<file path="config.mk">
export PLATFORM = sky130hd
export DESIGN_NAME = spi_dev_end_flat
export DESIGN_NICKNAME = d
export VERILOG_FILES = /design/src/spi_pkg.sv /design/src/spi_link_if.sv /design/src/pin_sync.sv /design/src/spi_dev_end.sv /design/src/flat_wrapper.sv
export SDC_FILE = /design/constraint.sdc
export NUM_CORES = 1
export LEC_CHECK = 0
export BUFFER_PORTS_ARGS = -buffer_cell sky130_fd_sc_hd__buf_2
export CAP_MARGIN = 25
export CORE_ASPECT_RATIO = 0.7
export CORE_MARGIN = 3
export CORE_UTILIZATION = 66
export DETAILED_ROUTE_END_ITERATION = 16
export GPL_ROUTABILITY_DRIVEN = 0
export GPL_TIMING_DRIVEN = 0
export PLACE_DENSITY = 0.94
export SLEW_MARGIN = 20
export SYNTH_ARGS = -nofsm -noshare
export SYNTH_HDL_FRONTEND = slang
export SYNTH_SLANG_ARGS = --single-unit
</file>
<file path="constraint.sdc">
create_clock -name core_clk -period 4.1 [get_ports core_clk]
set_input_delay 0.41 -clock core_clk [delete_from_list [all_inputs] [get_ports core_clk]]
set_output_delay 0.41 -clock core_clk [all_outputs]
set_load 0.02 [all_outputs]
</file>
<file path="src/spi_pkg.sv">
// shared constants and types for the protected-register serial link
package spi_pkg;

    // frame layout, most significant bit first
    localparam int         FRAME_BITS   = 16;
    localparam logic [4:0] FRAME_LEN    = 5'h10;
    localparam logic [4:0] CNT_SAT      = 5'h11;
    localparam logic [4:0] CNT_ADDR_END = 5'h06;
    localparam logic [4:0] CNT_PAR_SLOT = 5'h0e;
    localparam logic       CMD_READ     = 1'b0;
    localparam logic       CMD_WRITE    = 1'b1;
    localparam logic       REPLY_CMD    = 1'b1;

    // device register addresses
    localparam logic [5:0] ADDR_KEY     = 6'h01;
    localparam logic [5:0] ADDR_FLAGS   = 6'h02;
    localparam logic [5:0] ADDR_PROT    = 6'h03;
    localparam logic [5:0] ADDR_WD_REQ  = 6'h10;
    localparam logic [5:0] ADDR_WD_ACT  = 6'h11;
    localparam logic [7:0] WD_REQ_RST   = 8'h00;

    // error flag positions
    localparam int         FLAGS_W      = 5;
    localparam int         FLG_PAR      = 0;
    localparam int         FLG_ADDR     = 1;
    localparam int         FLG_LEN      = 2;
    localparam int         FLG_DUR      = 3;
    localparam int         FLG_SEQ      = 4;

    // key sequences, entry 0 is written first
    localparam logic [3:0][7:0] UNLOCK_KEYS = {8'h12, 8'h56, 8'hef, 8'hab};
    localparam logic [3:0][7:0] LOCK_KEYS   = {8'hca, 8'hbe, 8'h34, 8'hdf};
    localparam logic [1:0]      KEY_LAST    = 2'h3;

    // timing
    localparam int          CLK_PERIOD_NS   = 10;
    localparam int          MAX_FRAME_NS    = 10000;
    localparam logic [10:0] MAX_FRAME_CYC   = 11'(MAX_FRAME_NS / CLK_PERIOD_NS);
    localparam int          CFG_APPLY_US    = 60;
    localparam logic [7:0]  SCL_HALF_CYC    = 8'h08;
    localparam logic [3:0]  HOST_LAST_BIT   = 4'hf;

    // host register offsets and fields
    localparam logic [7:0] WB_CTRL      = 8'h00;
    localparam logic [7:0] WB_STAT      = 8'h04;
    localparam logic [7:0] WB_RX        = 8'h08;
    localparam int         CTRL_BAD_PAR = 16;

    typedef enum logic [2:0] {
        DS_IDLE  = 3'b001,
        DS_SHIFT = 3'b010,
        DS_ABORT = 3'b100
    } dev_state_t;

    typedef enum logic [5:0] {
        HS_IDLE  = 6'b000001,
        HS_LEAD  = 6'b000010,
        HS_HIGH  = 6'b000100,
        HS_LOW   = 6'b001000,
        HS_TRAIL = 6'b010000,
        HS_GAP   = 6'b100000
    } host_state_t;

endpackage : spi_pkg

</file>
<file path="src/spi_link_if.sv">
// serial link between the controller and the protected-register device
`timescale 1ns/1ps
interface spi_link_if;
    logic chip_select_pin_n;
    logic scl;
    logic sdi;
    logic sdo;
    logic sdo_oe_n;
    logic irq;
    logic sdo_line;

    // released data line reads low
    assign sdo_line = sdo_oe_n ? 1'b0 : sdo;

    modport dev  (input chip_select_pin_n, input scl, input sdi, output sdo, output sdo_oe_n, output irq);
    modport host (output chip_select_pin_n, output scl, output sdi, input sdo_line, input irq);
endinterface : spi_link_if

</file>
<file path="src/pin_sync.sv">
// two-stage synchroniser with a delayed copy for edge detection
`timescale 1ns/1ps
module pin_sync #(
    parameter int W = 1
) (
    // clock and reset
    input  wire logic         core_clk,
    input  wire logic         nrst,
    // asynchronous inputs and their synchronised forms
    input  wire logic [W-1:0] din,
    output logic      [W-1:0] q,
    output logic      [W-1:0] q_d
);
    for (genvar i = 0; i < W; i++) begin : g_bit
        logic meta_ff;
        logic sync_ff;
        logic dly_ff;
        always_ff @(posedge core_clk) begin
            if (!nrst) begin
                meta_ff <= 1'b0;
                sync_ff <= 1'b0;
                dly_ff  <= 1'b0;
            end else begin
                meta_ff <= din[i];
                sync_ff <= meta_ff;
                dly_ff  <= sync_ff;
            end
        end
        assign q[i]   = sync_ff;
        assign q_d[i] = dly_ff;
    end
endmodule : pin_sync

</file>
<file path="src/spi_dev_end.sv">
// device end: serial slave with frame checks and key-protected configuration
// Operation
// - sample input on fall, shift on rise
// - output changes on fall, master captures fall
// - master sends command, address, data, parity
// - read reply: command, status, data, parity
// - write frames echo input bits on output
// - zero reads, one writes; reply command one
// - parity is XOR of fifteen bits
// - receiver checks parity before using payload
// - parity mismatch: discard, flag, interrupt
// - write to bad address: discard, flag
// - read bad address: zeros, wrong parity, flag
// - write wrong length: discard, length flag
// - read wrong length: still drive, flag
// - overlong frame: release output, duration flag
// - interrupt only after frame end or timeout
// - protected pairs, locked after reset, readable
// - new configuration applied within sixty microseconds
// - protected reads always allowed, request register returns inverted
// - master rewrites or verifies all before locking
// - unlock keys written consecutively, progress bits
// - lock keys disable writes, copy to active
// - wrong key or other write: reset, flag
// - pending errors drive interrupt output
`timescale 1ns/1ps
module spi_dev_end (
    // clock and reset
    input  wire logic                         core_clk,
    input  wire logic                         nrst,
    // link toward the master
    spi_link_if.dev                           link,
    // user side
    output logic      [spi_pkg::FLAGS_W-1:0]  spi_error_flags,
    output logic                              protection_state_bit,
    output logic      [7:0]                   watchdog_config_active
);
    import spi_pkg::*;

    logic [2:0]         pin_q;
    logic [2:0]         pin_d;
    logic               cs_fall;
    logic               cs_rise;
    logic               scl_fall;
    logic               scl_rise;
    logic               sdi_s;
    dev_state_t         state_ff;
    dev_state_t         nxt_state;
    logic [4:0]         bit_cnt_ff;
    logic [10:0]        tmr_ff;
    logic               samp_ff;
    logic [14:0]        rx_ff;
    logic               cmd_ff;
    logic [7:0]         tx_ff;
    logic               par_ff;
    logic               bad_rd_ff;
    logic               sdo_ff;
    logic               sdo_oe_n_ff;
    logic [FLAGS_W-1:0] flags_ff;
    logic [3:0]         progress_ff;
    logic [3:0]         nxt_progress;
    logic               seq_lock_ff;
    logic               nxt_seq_lock;
    logic               prot_ff;
    logic [7:0]         wd_req_ff;
    logic [7:0]         wd_act_ff;
    logic               irq_ff;
    logic               frame_end;
    logic               timeout;
    logic [15:0]        frame_w;
    logic [5:0]         f_addr;
    logic [7:0]         f_data;
    logic               len_ok;
    logic               par_ok;
    logic               ev_len;
    logic               ev_par;
    logic               ev_addr;
    logic               wr_ok;
    logic               key_wr;
    logic               other_wr;
    logic [1:0]         key_idx;
    logic [7:0]         key_exp;
    logic               seq_err;
    logic               seq_done;
    logic [5:0]         rd_addr;
    logic [7:0]         rd_data;
    logic               wr_frame;
    logic [FLAGS_W-1:0] flag_set;
    logic [FLAGS_W-1:0] flag_clr;

    function automatic logic addr_ok(input logic [5:0] a);
        case (a)
            ADDR_KEY, ADDR_FLAGS, ADDR_PROT, ADDR_WD_REQ, ADDR_WD_ACT: addr_ok = 1'b1;
            default: addr_ok = 1'b0;
        endcase
    endfunction : addr_ok

    pin_sync #(.W(3)) u_sync (
        .core_clk (core_clk),
        .nrst     (nrst),
        .din      ({link.chip_select_pin_n, link.scl, link.sdi}),
        .q        (pin_q),
        .q_d      (pin_d)
    );

    assign cs_fall  = pin_d[2] & ~pin_q[2];
    assign cs_rise  = ~pin_d[2] & pin_q[2];
    assign scl_fall = pin_d[1] & ~pin_q[1];
    assign scl_rise = ~pin_d[1] & pin_q[1];
    assign sdi_s    = pin_q[0];

    assign frame_end = (state_ff == DS_SHIFT) && cs_rise;
    assign timeout   = (state_ff == DS_SHIFT) && !cs_rise && (tmr_ff == MAX_FRAME_CYC);

    always_comb begin
        nxt_state = state_ff;
        case (state_ff)
            DS_IDLE:  if (cs_fall) nxt_state = DS_SHIFT;
            DS_SHIFT: if (cs_rise) nxt_state = DS_IDLE; else if (timeout) nxt_state = DS_ABORT;
            DS_ABORT: if (cs_rise) nxt_state = DS_IDLE;
            default:  nxt_state = DS_IDLE;
        endcase
    end

    always_ff @(posedge core_clk) begin
        if (!nrst) state_ff <= DS_IDLE;
        else       state_ff <= nxt_state;
    end

    // falling-edge count and frame timer
    always_ff @(posedge core_clk) begin
        if (!nrst) begin
            bit_cnt_ff <= 5'h00;
            tmr_ff     <= 11'h000;
        end else if (state_ff == DS_IDLE) begin
            bit_cnt_ff <= 5'h00;
            tmr_ff     <= 11'h000;
        end else if (state_ff == DS_SHIFT) begin
            tmr_ff <= tmr_ff + 11'h001;
            if (scl_fall && bit_cnt_ff != CNT_SAT) bit_cnt_ff <= bit_cnt_ff + 5'h01;
        end
    end

    // receive path
    always_ff @(posedge core_clk) begin
        if (!nrst) begin
            samp_ff <= 1'b0;
            rx_ff   <= 15'h0000;
            cmd_ff  <= CMD_READ;
        end else if (state_ff == DS_SHIFT) begin
            if (scl_fall) samp_ff <= sdi_s;
            if (scl_fall && bit_cnt_ff == 5'h00) cmd_ff <= sdi_s;
            if (scl_rise) rx_ff <= {rx_ff[13:0], samp_ff};
        end
    end

    // read data chosen once the address is complete
    assign rd_addr  = {rx_ff[4:0], sdi_s};
    assign wr_frame = ((bit_cnt_ff == 5'h00) ? sdi_s : cmd_ff) == CMD_WRITE;
    always_comb begin
        case (rd_addr)
            ADDR_KEY:    rd_data = {4'h0, progress_ff};
            ADDR_FLAGS:  rd_data = {3'h0, flags_ff};
            ADDR_PROT:   rd_data = {7'h00, prot_ff};
            ADDR_WD_REQ: rd_data = ~wd_req_ff;
            ADDR_WD_ACT: rd_data = wd_act_ff;
            default:     rd_data = 8'h00;
        endcase
    end

    // transmit path, one bit ahead of each falling edge
    always_ff @(posedge core_clk) begin
        if (!nrst) begin
            sdo_ff      <= 1'b0;
            sdo_oe_n_ff <= 1'b1;
            tx_ff       <= 8'h00;
            par_ff      <= 1'b0;
            bad_rd_ff   <= 1'b0;
        end else if (state_ff == DS_IDLE && cs_fall) begin
            sdo_ff      <= REPLY_CMD;
            par_ff      <= REPLY_CMD;
            tx_ff       <= {flags_ff, prot_ff, 2'h0};
            sdo_oe_n_ff <= 1'b0;
            bad_rd_ff   <= 1'b0;
        end else if (state_ff == DS_SHIFT) begin
            if (cs_rise || timeout) begin
                sdo_oe_n_ff <= 1'b1;
            end else if (scl_fall && bit_cnt_ff < 5'h0f) begin
                if (wr_frame) begin
                    sdo_ff <= sdi_s;
                end else if (bit_cnt_ff == CNT_PAR_SLOT) begin
                    sdo_ff <= par_ff ^ bad_rd_ff;
                end else if (bit_cnt_ff == CNT_ADDR_END) begin
                    sdo_ff    <= rd_data[7];
                    par_ff    <= par_ff ^ rd_data[7];
                    tx_ff     <= {rd_data[6:0], 1'b0};
                    bad_rd_ff <= ~addr_ok(rd_addr);
                end else begin
                    sdo_ff <= tx_ff[7];
                    par_ff <= par_ff ^ tx_ff[7];
                    tx_ff  <= {tx_ff[6:0], 1'b0};
                end
            end
        end
    end

    // frame checks at chip-select release
    assign frame_w  = {rx_ff, samp_ff};
    assign f_addr   = frame_w[14:9];
    assign f_data   = frame_w[8:1];
    assign len_ok   = bit_cnt_ff == FRAME_LEN;
    assign par_ok   = ~^frame_w;
    assign ev_len   = frame_end && !len_ok;
    assign ev_par   = frame_end && len_ok && !par_ok;
    assign ev_addr  = frame_end && len_ok && par_ok && !addr_ok(f_addr);
    assign wr_ok    = frame_end && len_ok && par_ok && addr_ok(f_addr) && frame_w[15] == CMD_WRITE;
    assign key_wr   = wr_ok && f_addr == ADDR_KEY;
    assign other_wr = wr_ok && f_addr != ADDR_KEY;

    assign key_idx = progress_ff[2] ? 2'h3 : progress_ff[1] ? 2'h2 : progress_ff[0] ? 2'h1 : 2'h0;
    assign key_exp = seq_lock_ff ? LOCK_KEYS[key_idx] : UNLOCK_KEYS[key_idx];

    always_comb begin
        nxt_progress = progress_ff;
        nxt_seq_lock = seq_lock_ff;
        seq_err      = 1'b0;
        seq_done     = 1'b0;
        if (key_wr) begin
            if (progress_ff == 4'h0) begin
                if (f_data == UNLOCK_KEYS[0]) begin
                    nxt_progress = 4'h1;
                    nxt_seq_lock = 1'b0;
                end else if (f_data == LOCK_KEYS[0]) begin
                    nxt_progress = 4'h1;
                    nxt_seq_lock = 1'b1;
                end else begin
                    seq_err = 1'b1;
                end
            end else if (f_data == key_exp) begin
                if (key_idx == KEY_LAST) begin
                    nxt_progress = 4'h0;
                    seq_done     = 1'b1;
                end else begin
                    nxt_progress = {progress_ff[2:0], 1'b1};
                end
            end else begin
                nxt_progress = 4'h0;
                seq_err      = 1'b1;
            end
        end else if (other_wr && progress_ff != 4'h0) begin
            nxt_progress = 4'h0;
            seq_err      = 1'b1;
        end
    end

    always_ff @(posedge core_clk) begin
        if (!nrst) begin
            progress_ff <= 4'h0;
            seq_lock_ff <= 1'b0;
        end else begin
            progress_ff <= nxt_progress;
            seq_lock_ff <= nxt_seq_lock;
        end
    end

    // protection state and configuration pair
    always_ff @(posedge core_clk) begin
        if (!nrst) begin
            prot_ff   <= 1'b1;
            wd_act_ff <= WD_REQ_RST;
        end else if (seq_done) begin
            prot_ff <= seq_lock_ff;
            if (seq_lock_ff) wd_act_ff <= wd_req_ff;
        end
    end

    always_ff @(posedge core_clk) begin
        if (!nrst)                                       wd_req_ff <= WD_REQ_RST;
        else if (wr_ok && f_addr == ADDR_WD_REQ && !prot_ff) wd_req_ff <= f_data;
    end

    // sticky flags, write one to clear, a new event wins over its clear
    always_comb begin
        flag_set           = '0;
        flag_set[FLG_PAR]  = ev_par;
        flag_set[FLG_ADDR] = ev_addr;
        flag_set[FLG_LEN]  = ev_len;
        flag_set[FLG_DUR]  = timeout;
        flag_set[FLG_SEQ]  = seq_err;
        flag_clr           = (wr_ok && f_addr == ADDR_FLAGS) ? f_data[FLAGS_W-1:0] : '0;
    end

    always_ff @(posedge core_clk) begin
        if (!nrst) flags_ff <= '0;
        else       flags_ff <= (flags_ff & ~flag_clr) | flag_set;
    end

    // flags change only at frame end or timeout, so mid-frame the line moves only after a timeout has released the output
    always_ff @(posedge core_clk) begin
        if (!nrst) irq_ff <= 1'b0;
        else       irq_ff <= |flags_ff;
    end

    assign link.sdo               = sdo_ff;
    assign link.sdo_oe_n          = sdo_oe_n_ff;
    assign link.irq               = irq_ff;
    assign spi_error_flags        = flags_ff;
    assign protection_state_bit   = prot_ff;
    assign watchdog_config_active = wd_act_ff;
endmodule : spi_dev_end

</file>
<file path="src/flat_wrapper.sv">
// flat-port wrapper written by rule: the top's interface ports become plain ports
module spi_dev_end_flat import spi_pkg::*;
  (core_clk, nrst, spi_error_flags, protection_state_bit, watchdog_config_active, link_chip_select_pin_n, link_scl, link_sdi, link_sdo, link_sdo_oe_n, link_irq);
  spi_link_if link_i ();
  input  wire logic core_clk;
  input  wire logic nrst;
  output logic      [spi_pkg::FLAGS_W-1:0] spi_error_flags;
  output logic protection_state_bit;
  output logic      [7:0] watchdog_config_active;
  input wire logic [$bits(link_i.chip_select_pin_n)-1:0] link_chip_select_pin_n;
  input wire logic [$bits(link_i.scl)-1:0] link_scl;
  input wire logic [$bits(link_i.sdi)-1:0] link_sdi;
  output wire logic [$bits(link_i.sdo)-1:0] link_sdo;
  output wire logic [$bits(link_i.sdo_oe_n)-1:0] link_sdo_oe_n;
  output wire logic [$bits(link_i.irq)-1:0] link_irq;
  assign link_i.chip_select_pin_n = link_chip_select_pin_n;
  assign link_i.scl = link_scl;
  assign link_i.sdi = link_sdi;
  assign link_sdo = link_i.sdo;
  assign link_sdo_oe_n = link_i.sdo_oe_n;
  assign link_irq = link_i.irq;
  spi_dev_end u_core (.core_clk(core_clk), .nrst(nrst), .link(link_i), .spi_error_flags(spi_error_flags), .protection_state_bit(protection_state_bit), .watchdog_config_active(watchdog_config_active));
endmodule
</file>
* Word-level counts from Yosys, hierarchy flattened *
Cells that the tools add are included.

word-level totals
  output and inout port bits = 17
  bits of input ports = 5
  bits in registers = 84

operators by class
  add/subtract/negate cells = 2
  equality and inequality tests = 30
  bitwise logic cells = 20
  reduce and logical (&&, ||, !) cells = 53
  multiplexer cells = 69
  order comparisons = 2

operators with widths
  cell                     number
  $mux W8                  10
  $mux W1                  41
  $pmux W8 S5              1
  $bmux W8 S2              2
  $mux W4                  7
  $eq A6 B2 Y1 const B     4
  $eq A6 B5 Y1 const B     4
  $logic_and A1 B1 Y1      20
  $eq A8 B8 Y1 const B     2
  $reduce_xnor A16 Y1      1
  $reduce_or A5 Y1         3
  $reduce_and A2 Y1        7
  $eq A6 B1 Y1 const B     2
  $mux W3                  4
  $add A11 B1 Y11 const B  1
  $eq A11 B10 Y1 const B   1
  $reduce_and A5 Y1        2
  $reduce_bool A2 Y1       5
  $not A1 Y1               9
  $pmux W3 S3              1
  $reduce_and A3 Y1        3
  $eq A8 B8 Y1             1
  $ne A2 B1 Y1 const B     4
  $not A8 Y8               1
  29 further kinds         40

* Logic depth before layout (Yosys ltp) *
  depth after elaboration = 12
  mapped depth = 12
  gate-level depth less buffers = 10

* Cells and area by module *
From an unflattened synthesis, not the netlist that was laid out.

unflattened totals
  cells, all modules = 541
  area, all modules = 4,438.0 sq um

modules (own cells, without submodules)
  module       area each (sq um)  seq. area each (sq um)  cells each  times used
  spi_dev_end  4,156.5            1,501.4                 517         1
  pin_sync     281.5              180.2                   24          1

* Worst setup path before layout *
Ideal clock, no wire load.

  path kind = reg-to-reg
  start = register u_core.progress_ff[1]
  end = register u_core.progress_ff[3]
  slack = 1.415 ns
  data arrival time = 2.611 ns
  cell stages (with the launch flop) = 11
  path through = dfxtp_1 clkbuf_1 or2_2 inv_1 ha_1 nor2b_1 or4_1 a22oi_1 nand3_1 or4_2 o22ai_1

between the ends
  longest elaborated chain between the ends = 9
  elaborated cells on any way between the ends = 19
  those cells by class = eq/ne: 3; mux: 11; reduce/logical: 5

ends and longest elaborated chain
  what                           RTL line            RTL
  start, declared                spi_dev_end.sv:60   logic [3:0] progress_ff;
  start signal, assigned         spi_dev_end.sv:261  progress_ff <= nxt_progress;
  $mux W2 (2 in series)          spi_dev_end.sv:220  assign key_idx = progress_ff[2] ? 2'h3 : progress_ff[1] ? 2'h2 : progress_ff[0] ? 2'h1 : 2'h0;
  $bmux W8 S2                    spi_dev_end.sv:221  assign key_exp = seq_lock_ff ? LOCK_KEYS[key_idx] : UNLOCK_KEYS[key_idx];
  $mux W8 (not written as such)  spi_dev_end.sv:221
  $mux W8                        spi_dev_end.sv:221
  $eq A8 B8 Y1                   spi_dev_end.sv:239  end else if (f_data == key_exp) begin
  $mux W4                        spi_dev_end.sv:239
  $mux W4                        spi_dev_end.sv:229  if (progress_ff == 4'h0) begin
  $mux W4                        spi_dev_end.sv:228  if (key_wr) begin

Parallel ways exist; a longest one is shown, timed or not. The select of a mux whose other input is x is not followed.
A chain may end at the register's enable or synchronous reset.

* Worst setup path in the final report *
  start = register u_core.progress_ff[1]
  end = register u_core.wd_act_ff[4] (netlist: u_core.watchdog_config_active[4])

between the ends
  longest elaborated chain between the ends = 10
  elaborated cells on any way between the ends = 15
  those cells by class = eq/ne: 2; mux: 11; reduce/logical: 2

ends and longest elaborated chain
  what                           RTL line            RTL
  $mux W2 (2 in series)          spi_dev_end.sv:220
  $bmux W8 S2                    spi_dev_end.sv:221
  $mux W8 (not written as such)  spi_dev_end.sv:221
  $mux W8                        spi_dev_end.sv:221
  $eq A8 B8 Y1                   spi_dev_end.sv:239
  $mux W1                        spi_dev_end.sv:239
  $mux W1 *                      spi_dev_end.sv:229
  $mux W1 *                      spi_dev_end.sv:228
  $reduce_and A2 Y1 (no line) *  --
  end signal, assigned           spi_dev_end.sv:273  if (seq_lock_ff) wd_act_ff <= wd_req_ff;
  end, declared                  spi_dev_end.sv:66   logic [7:0] wd_act_ff;

Every way passes the cells marked *; elsewhere a longest branch is shown, timed or not. The select of a mux whose other input is x is not followed.

==> flow_summary.json <==
{
  "status": "complete, no violations",
  "fin_crit_sh_pct": 76.8,
  "synth_most_common_cell": "dfxtp_1",
  "die_w_um": 103,
  "drtIter0Drc": 421,
  "layout.nets": 558,
  "ys_top_cells_by_area": "dfxtp_1 38%, nor2_1 5.8%, mux2i_1 5.3%, a21oi_1 4.7%, ha_1 3.4%",
  "synthesis.area_mm2": 0.00437,
  "synth.ff_latch_count": 83,
  "ir_worst_vdd_mv": 0.279,
  "clockBufferDepth": 2,
  "cp_max_fo": 9,
  "cts_buffers": 9,
  "rows": 24,
  "cts-root-buf": "clkbuf_8",
  "coreArea_mm2": 0.00631,
  "p_sw_share_pct": 23.3,
  "track_usage_pct": 30.7,
  "grt_pass1_vias": 3700,
  "p_clk_share_pct": 41.6,
  "synth_top_cell_area_share_pct": 38.1,
  "synth-async-reset-ratio_pct": 0,
  "design.die.area_mm2": 0.00764,
  "grt_pass1_wl_mm": 18.0,
  "period_needed_ns": 3.15,
  "avgSynthCellArea_um2": 8.58,
  "crit_path_frequent_cell": "o31ai_1",
  "cpMaxStageDelayCell": "o31ai_1",
  "drcViolationCount": 0,
  "internal-power_mw": 1.12,
  "avgRoutedWirePerCell_um": 17.9,
  "cts_setup_buffers": 0,
  "final_util_pct": 75.7,
  "clk_pin_slew_ns": 0.08,
  "cts_sinks": 83,
  "synthTopCellsByCount": "83 x dfxtp_1, 67 x nor2_1, 41 x a21oi_1",
  "finalWirelength_mm": 11.1,
  "crit_buf_inv": 2,
  "pwr-share-seq_pct": 55.5,
  "cpLargestDelayFamily": "compound AO/OA/AOI/OAI gates",
  "placedInstanceArea_mm2": 0.00457,
  "area_growth_pct": 9.32,
  "p_comb_share_pct": 2.9,
  "worstSetupPathType": "reg2reg",
  "htreeDepth": 3,
  "switching_power_uw": 342,
  "cts_resized": 0,
  "power_density_mw_per_mm2": 307,
  "holdBufCountCts": 0,
  "synthCells": 509,
  "relSlewSlack_pct": 45.9,
  "end_kind": "flip-flop",
  "ant_nets": 0,
  "place_hpwl_mm": 8.01,
  "route.vias.total": 4035,
  "yosys_warnings": 0,
  "syn-num-nets": 526,
  "maxCapViolCount": 0,
  "cp.required_ns": 4.33,
  "path_cells": "clkbuf_1, or2_2, inv_1, ha_1, and3_1, nor2_1, o31ai_1, nand4_1, o31ai_1, a21oi_1",
  "setup_viol": 0,
  "power_leakage_nw": 1.83,
  "max_freq_mhz": 318,
  "drive_above_1_share_pct": 10.4,
  "start_kind": "flip-flop",
  "die-height_um": 74.0,
  "fin_tns_setup_ns": 0,
  "num_antenna_cells": 0,
  "initial_core_util_pct": 69.2,
  "overflow": 0,
  "crit_arrival_ns": 3.38,
  "synthDistinctLibCells": 61,
  "finalHoldViolations": 0,
  "synth_edf_count": 0,
  "antenna_found_initial": 0,
  "tightestPinTransition_ns": 0.810,
  "holdWs_ns": 0.239,
  "design_area_mm2": 0.00477,
  "clk_latency_ns": 0.37,
  "io_buffer_count": 20,
  "rsz0062_at_grt": "no",
  "grt_max_degree": 15,
  "synth_top_area_cell": "dfxtp_1",
  "finalMaxSlewViolations": 0,
  "cp_slowest_stage_delay_ns": 0.57,
  "cts_tree": "done",
  "io_pins": 22,
  "hold_class": "in2reg",
  "via_per_inst": 6.47,
  "ys_seq_area_share_pct": 38.1,
  "dr.pass1.iters": 6,
  "ys_dominant_reg_cell": "dfxtp_1",
  "skew_ns": 0.00938
}
[power by group through the flow]
stage / Sequential [mW] / Clock [mW] / Combinational (mW)
floorplan: 0.833 / 0 / 0.0276
global placement: 0.833 / 0 / 0.0389
detailed placement: 0.833 / 0 / 0.0406
CTS: 0.814 / 0.608 / 0.0411
global route: 0.815 / 0.651 / 0.0457
finish: 0.814 / 0.610 / 0.0426
[sequential cells by signal (all words and copies together) (netlist names), 4 cells and up]
signal and cells:
u_core.progress_ff 4, u_core.rx_ff 15, u_core.tmr_ff 11, u_core.spi_error_flags 5, u_core.wd_req_ff 8, u_core.bit_cnt_ff 5, u_core.tx_ff 7, u_core.watchdog_config_active 8
[final cells by class]
| cell class | count | area [um^2] |
|---|---|---|
| Multi-Input combinational cell | 374 | 2430 |
| Sequential cell | 83 | 1660 |
| Fill cell | 455 | 1530 |
| Buffer | 35 | 209 |
| Clock buffer | 11 | 141 |
| Timing Repair Buffer | 21 | 105 |
| Tap cell | 78 | 97.6 |
| Inverter | 17 | 63.8 |
| Clock inverter | 5 | 62.6 |
[placed cells by master, fill, tap and decap left out, types with 5 or more instances in the layout]
| master | count |
|---|---|
| nand4_1 | 19 |
| nor2_1 | 67 |
| inv_1 | 15 |
| o21ai_0 | 10 |
| ha_1 | 12 |
| and2_1 | 9 |
| o31ai_1 | 11 |
| xnor2_1 | 15 |
| o21a_1 | 6 |
| a21oi_1 | 41 |
| clkbuf_8 | 12 |
| mux2i_1 | 23 |
| nor2b_1 | 9 |
| a22oi_1 | 8 |
| clkbuf_1 | 23 |
| nor3_1 | 9 |
| nand3_1 | 12 |
| o22ai_1 | 6 |
| buf_6 | 6 |
| nor3b_1 | 5 |
| xor2_1 | 11 |
| dfxtp_1 | 83 |
| and3_1 | 5 |
| nand2_1 | 31 |
| buf_2 | 24 |
[path summary, 6_finish.rpt]
| kind | start | end | slack (ns) | cells after the start |
|---|---|---|---|---|
| worst max-delay path | u_core.progress_ff[1] | u_core.watchdog_config_active[4] | 0.95 | 10 |
| worst max register to register | u_core.progress_ff[1] | u_core.watchdog_config_active[4] | 0.95 | 10 |
| worst min register to register | u_core.u_sync.g_bit[1].meta_ff | u_core.u_sync.g_bit[1].sync_ff | 0.44 | 1 |
| worst min-delay path | link_sdi | u_core.u_sync.g_bit[0].meta_ff | 0.24 | 2 |
[per-stage QoR]
| step | std cells | power, mW | worst slack, ns |
|---|---|---|---|
| final | 624 | 1.47 | 0.951 |
| after global routing | 624 | 1.51 | 0.768 |
| after CTS | 624 | 1.46 | 1.04 |
| after detailed placement | 608 | 0.874 | 1.06 |
| after global placement | 607 | 0.872 | 1.13 |
| after floorplan | 509 | 0.861 | 1.41 |
[per-layer routing]
| metal | vias to the layer above | part of all wire [%] | global-route usage [%] |
|---|---|---|---|
| met3 | 33 | 12 | 9.28 |
| met4 | 0 | 2.2 | 10.9 |
| li1 | 1867 | - | - |
| met2 | 243 | 43 | 46.8 |
| met5 | - | 0 | 0 |
| met1 | 1892 | 43 | 41.7 |
[cells by family after synthesis]
| logic type | Yosys count | synth area share [%] |
|---|---|---|
| and+or+nand+nor | 204 | 25.1 |
| buffers and inverters | 52 | 6.25 |
| DFF | 83 | 38.1 |
| AOI/OAI and AO/OA | 106 | 15.4 |
| xor gates and xnor gates | 28 | 6.25 |
| muxes | 24 | 5.53 |
| adders and majority gates | 12 | 3.44 |
Note: power is estimated with default switching activity, not from simulation.
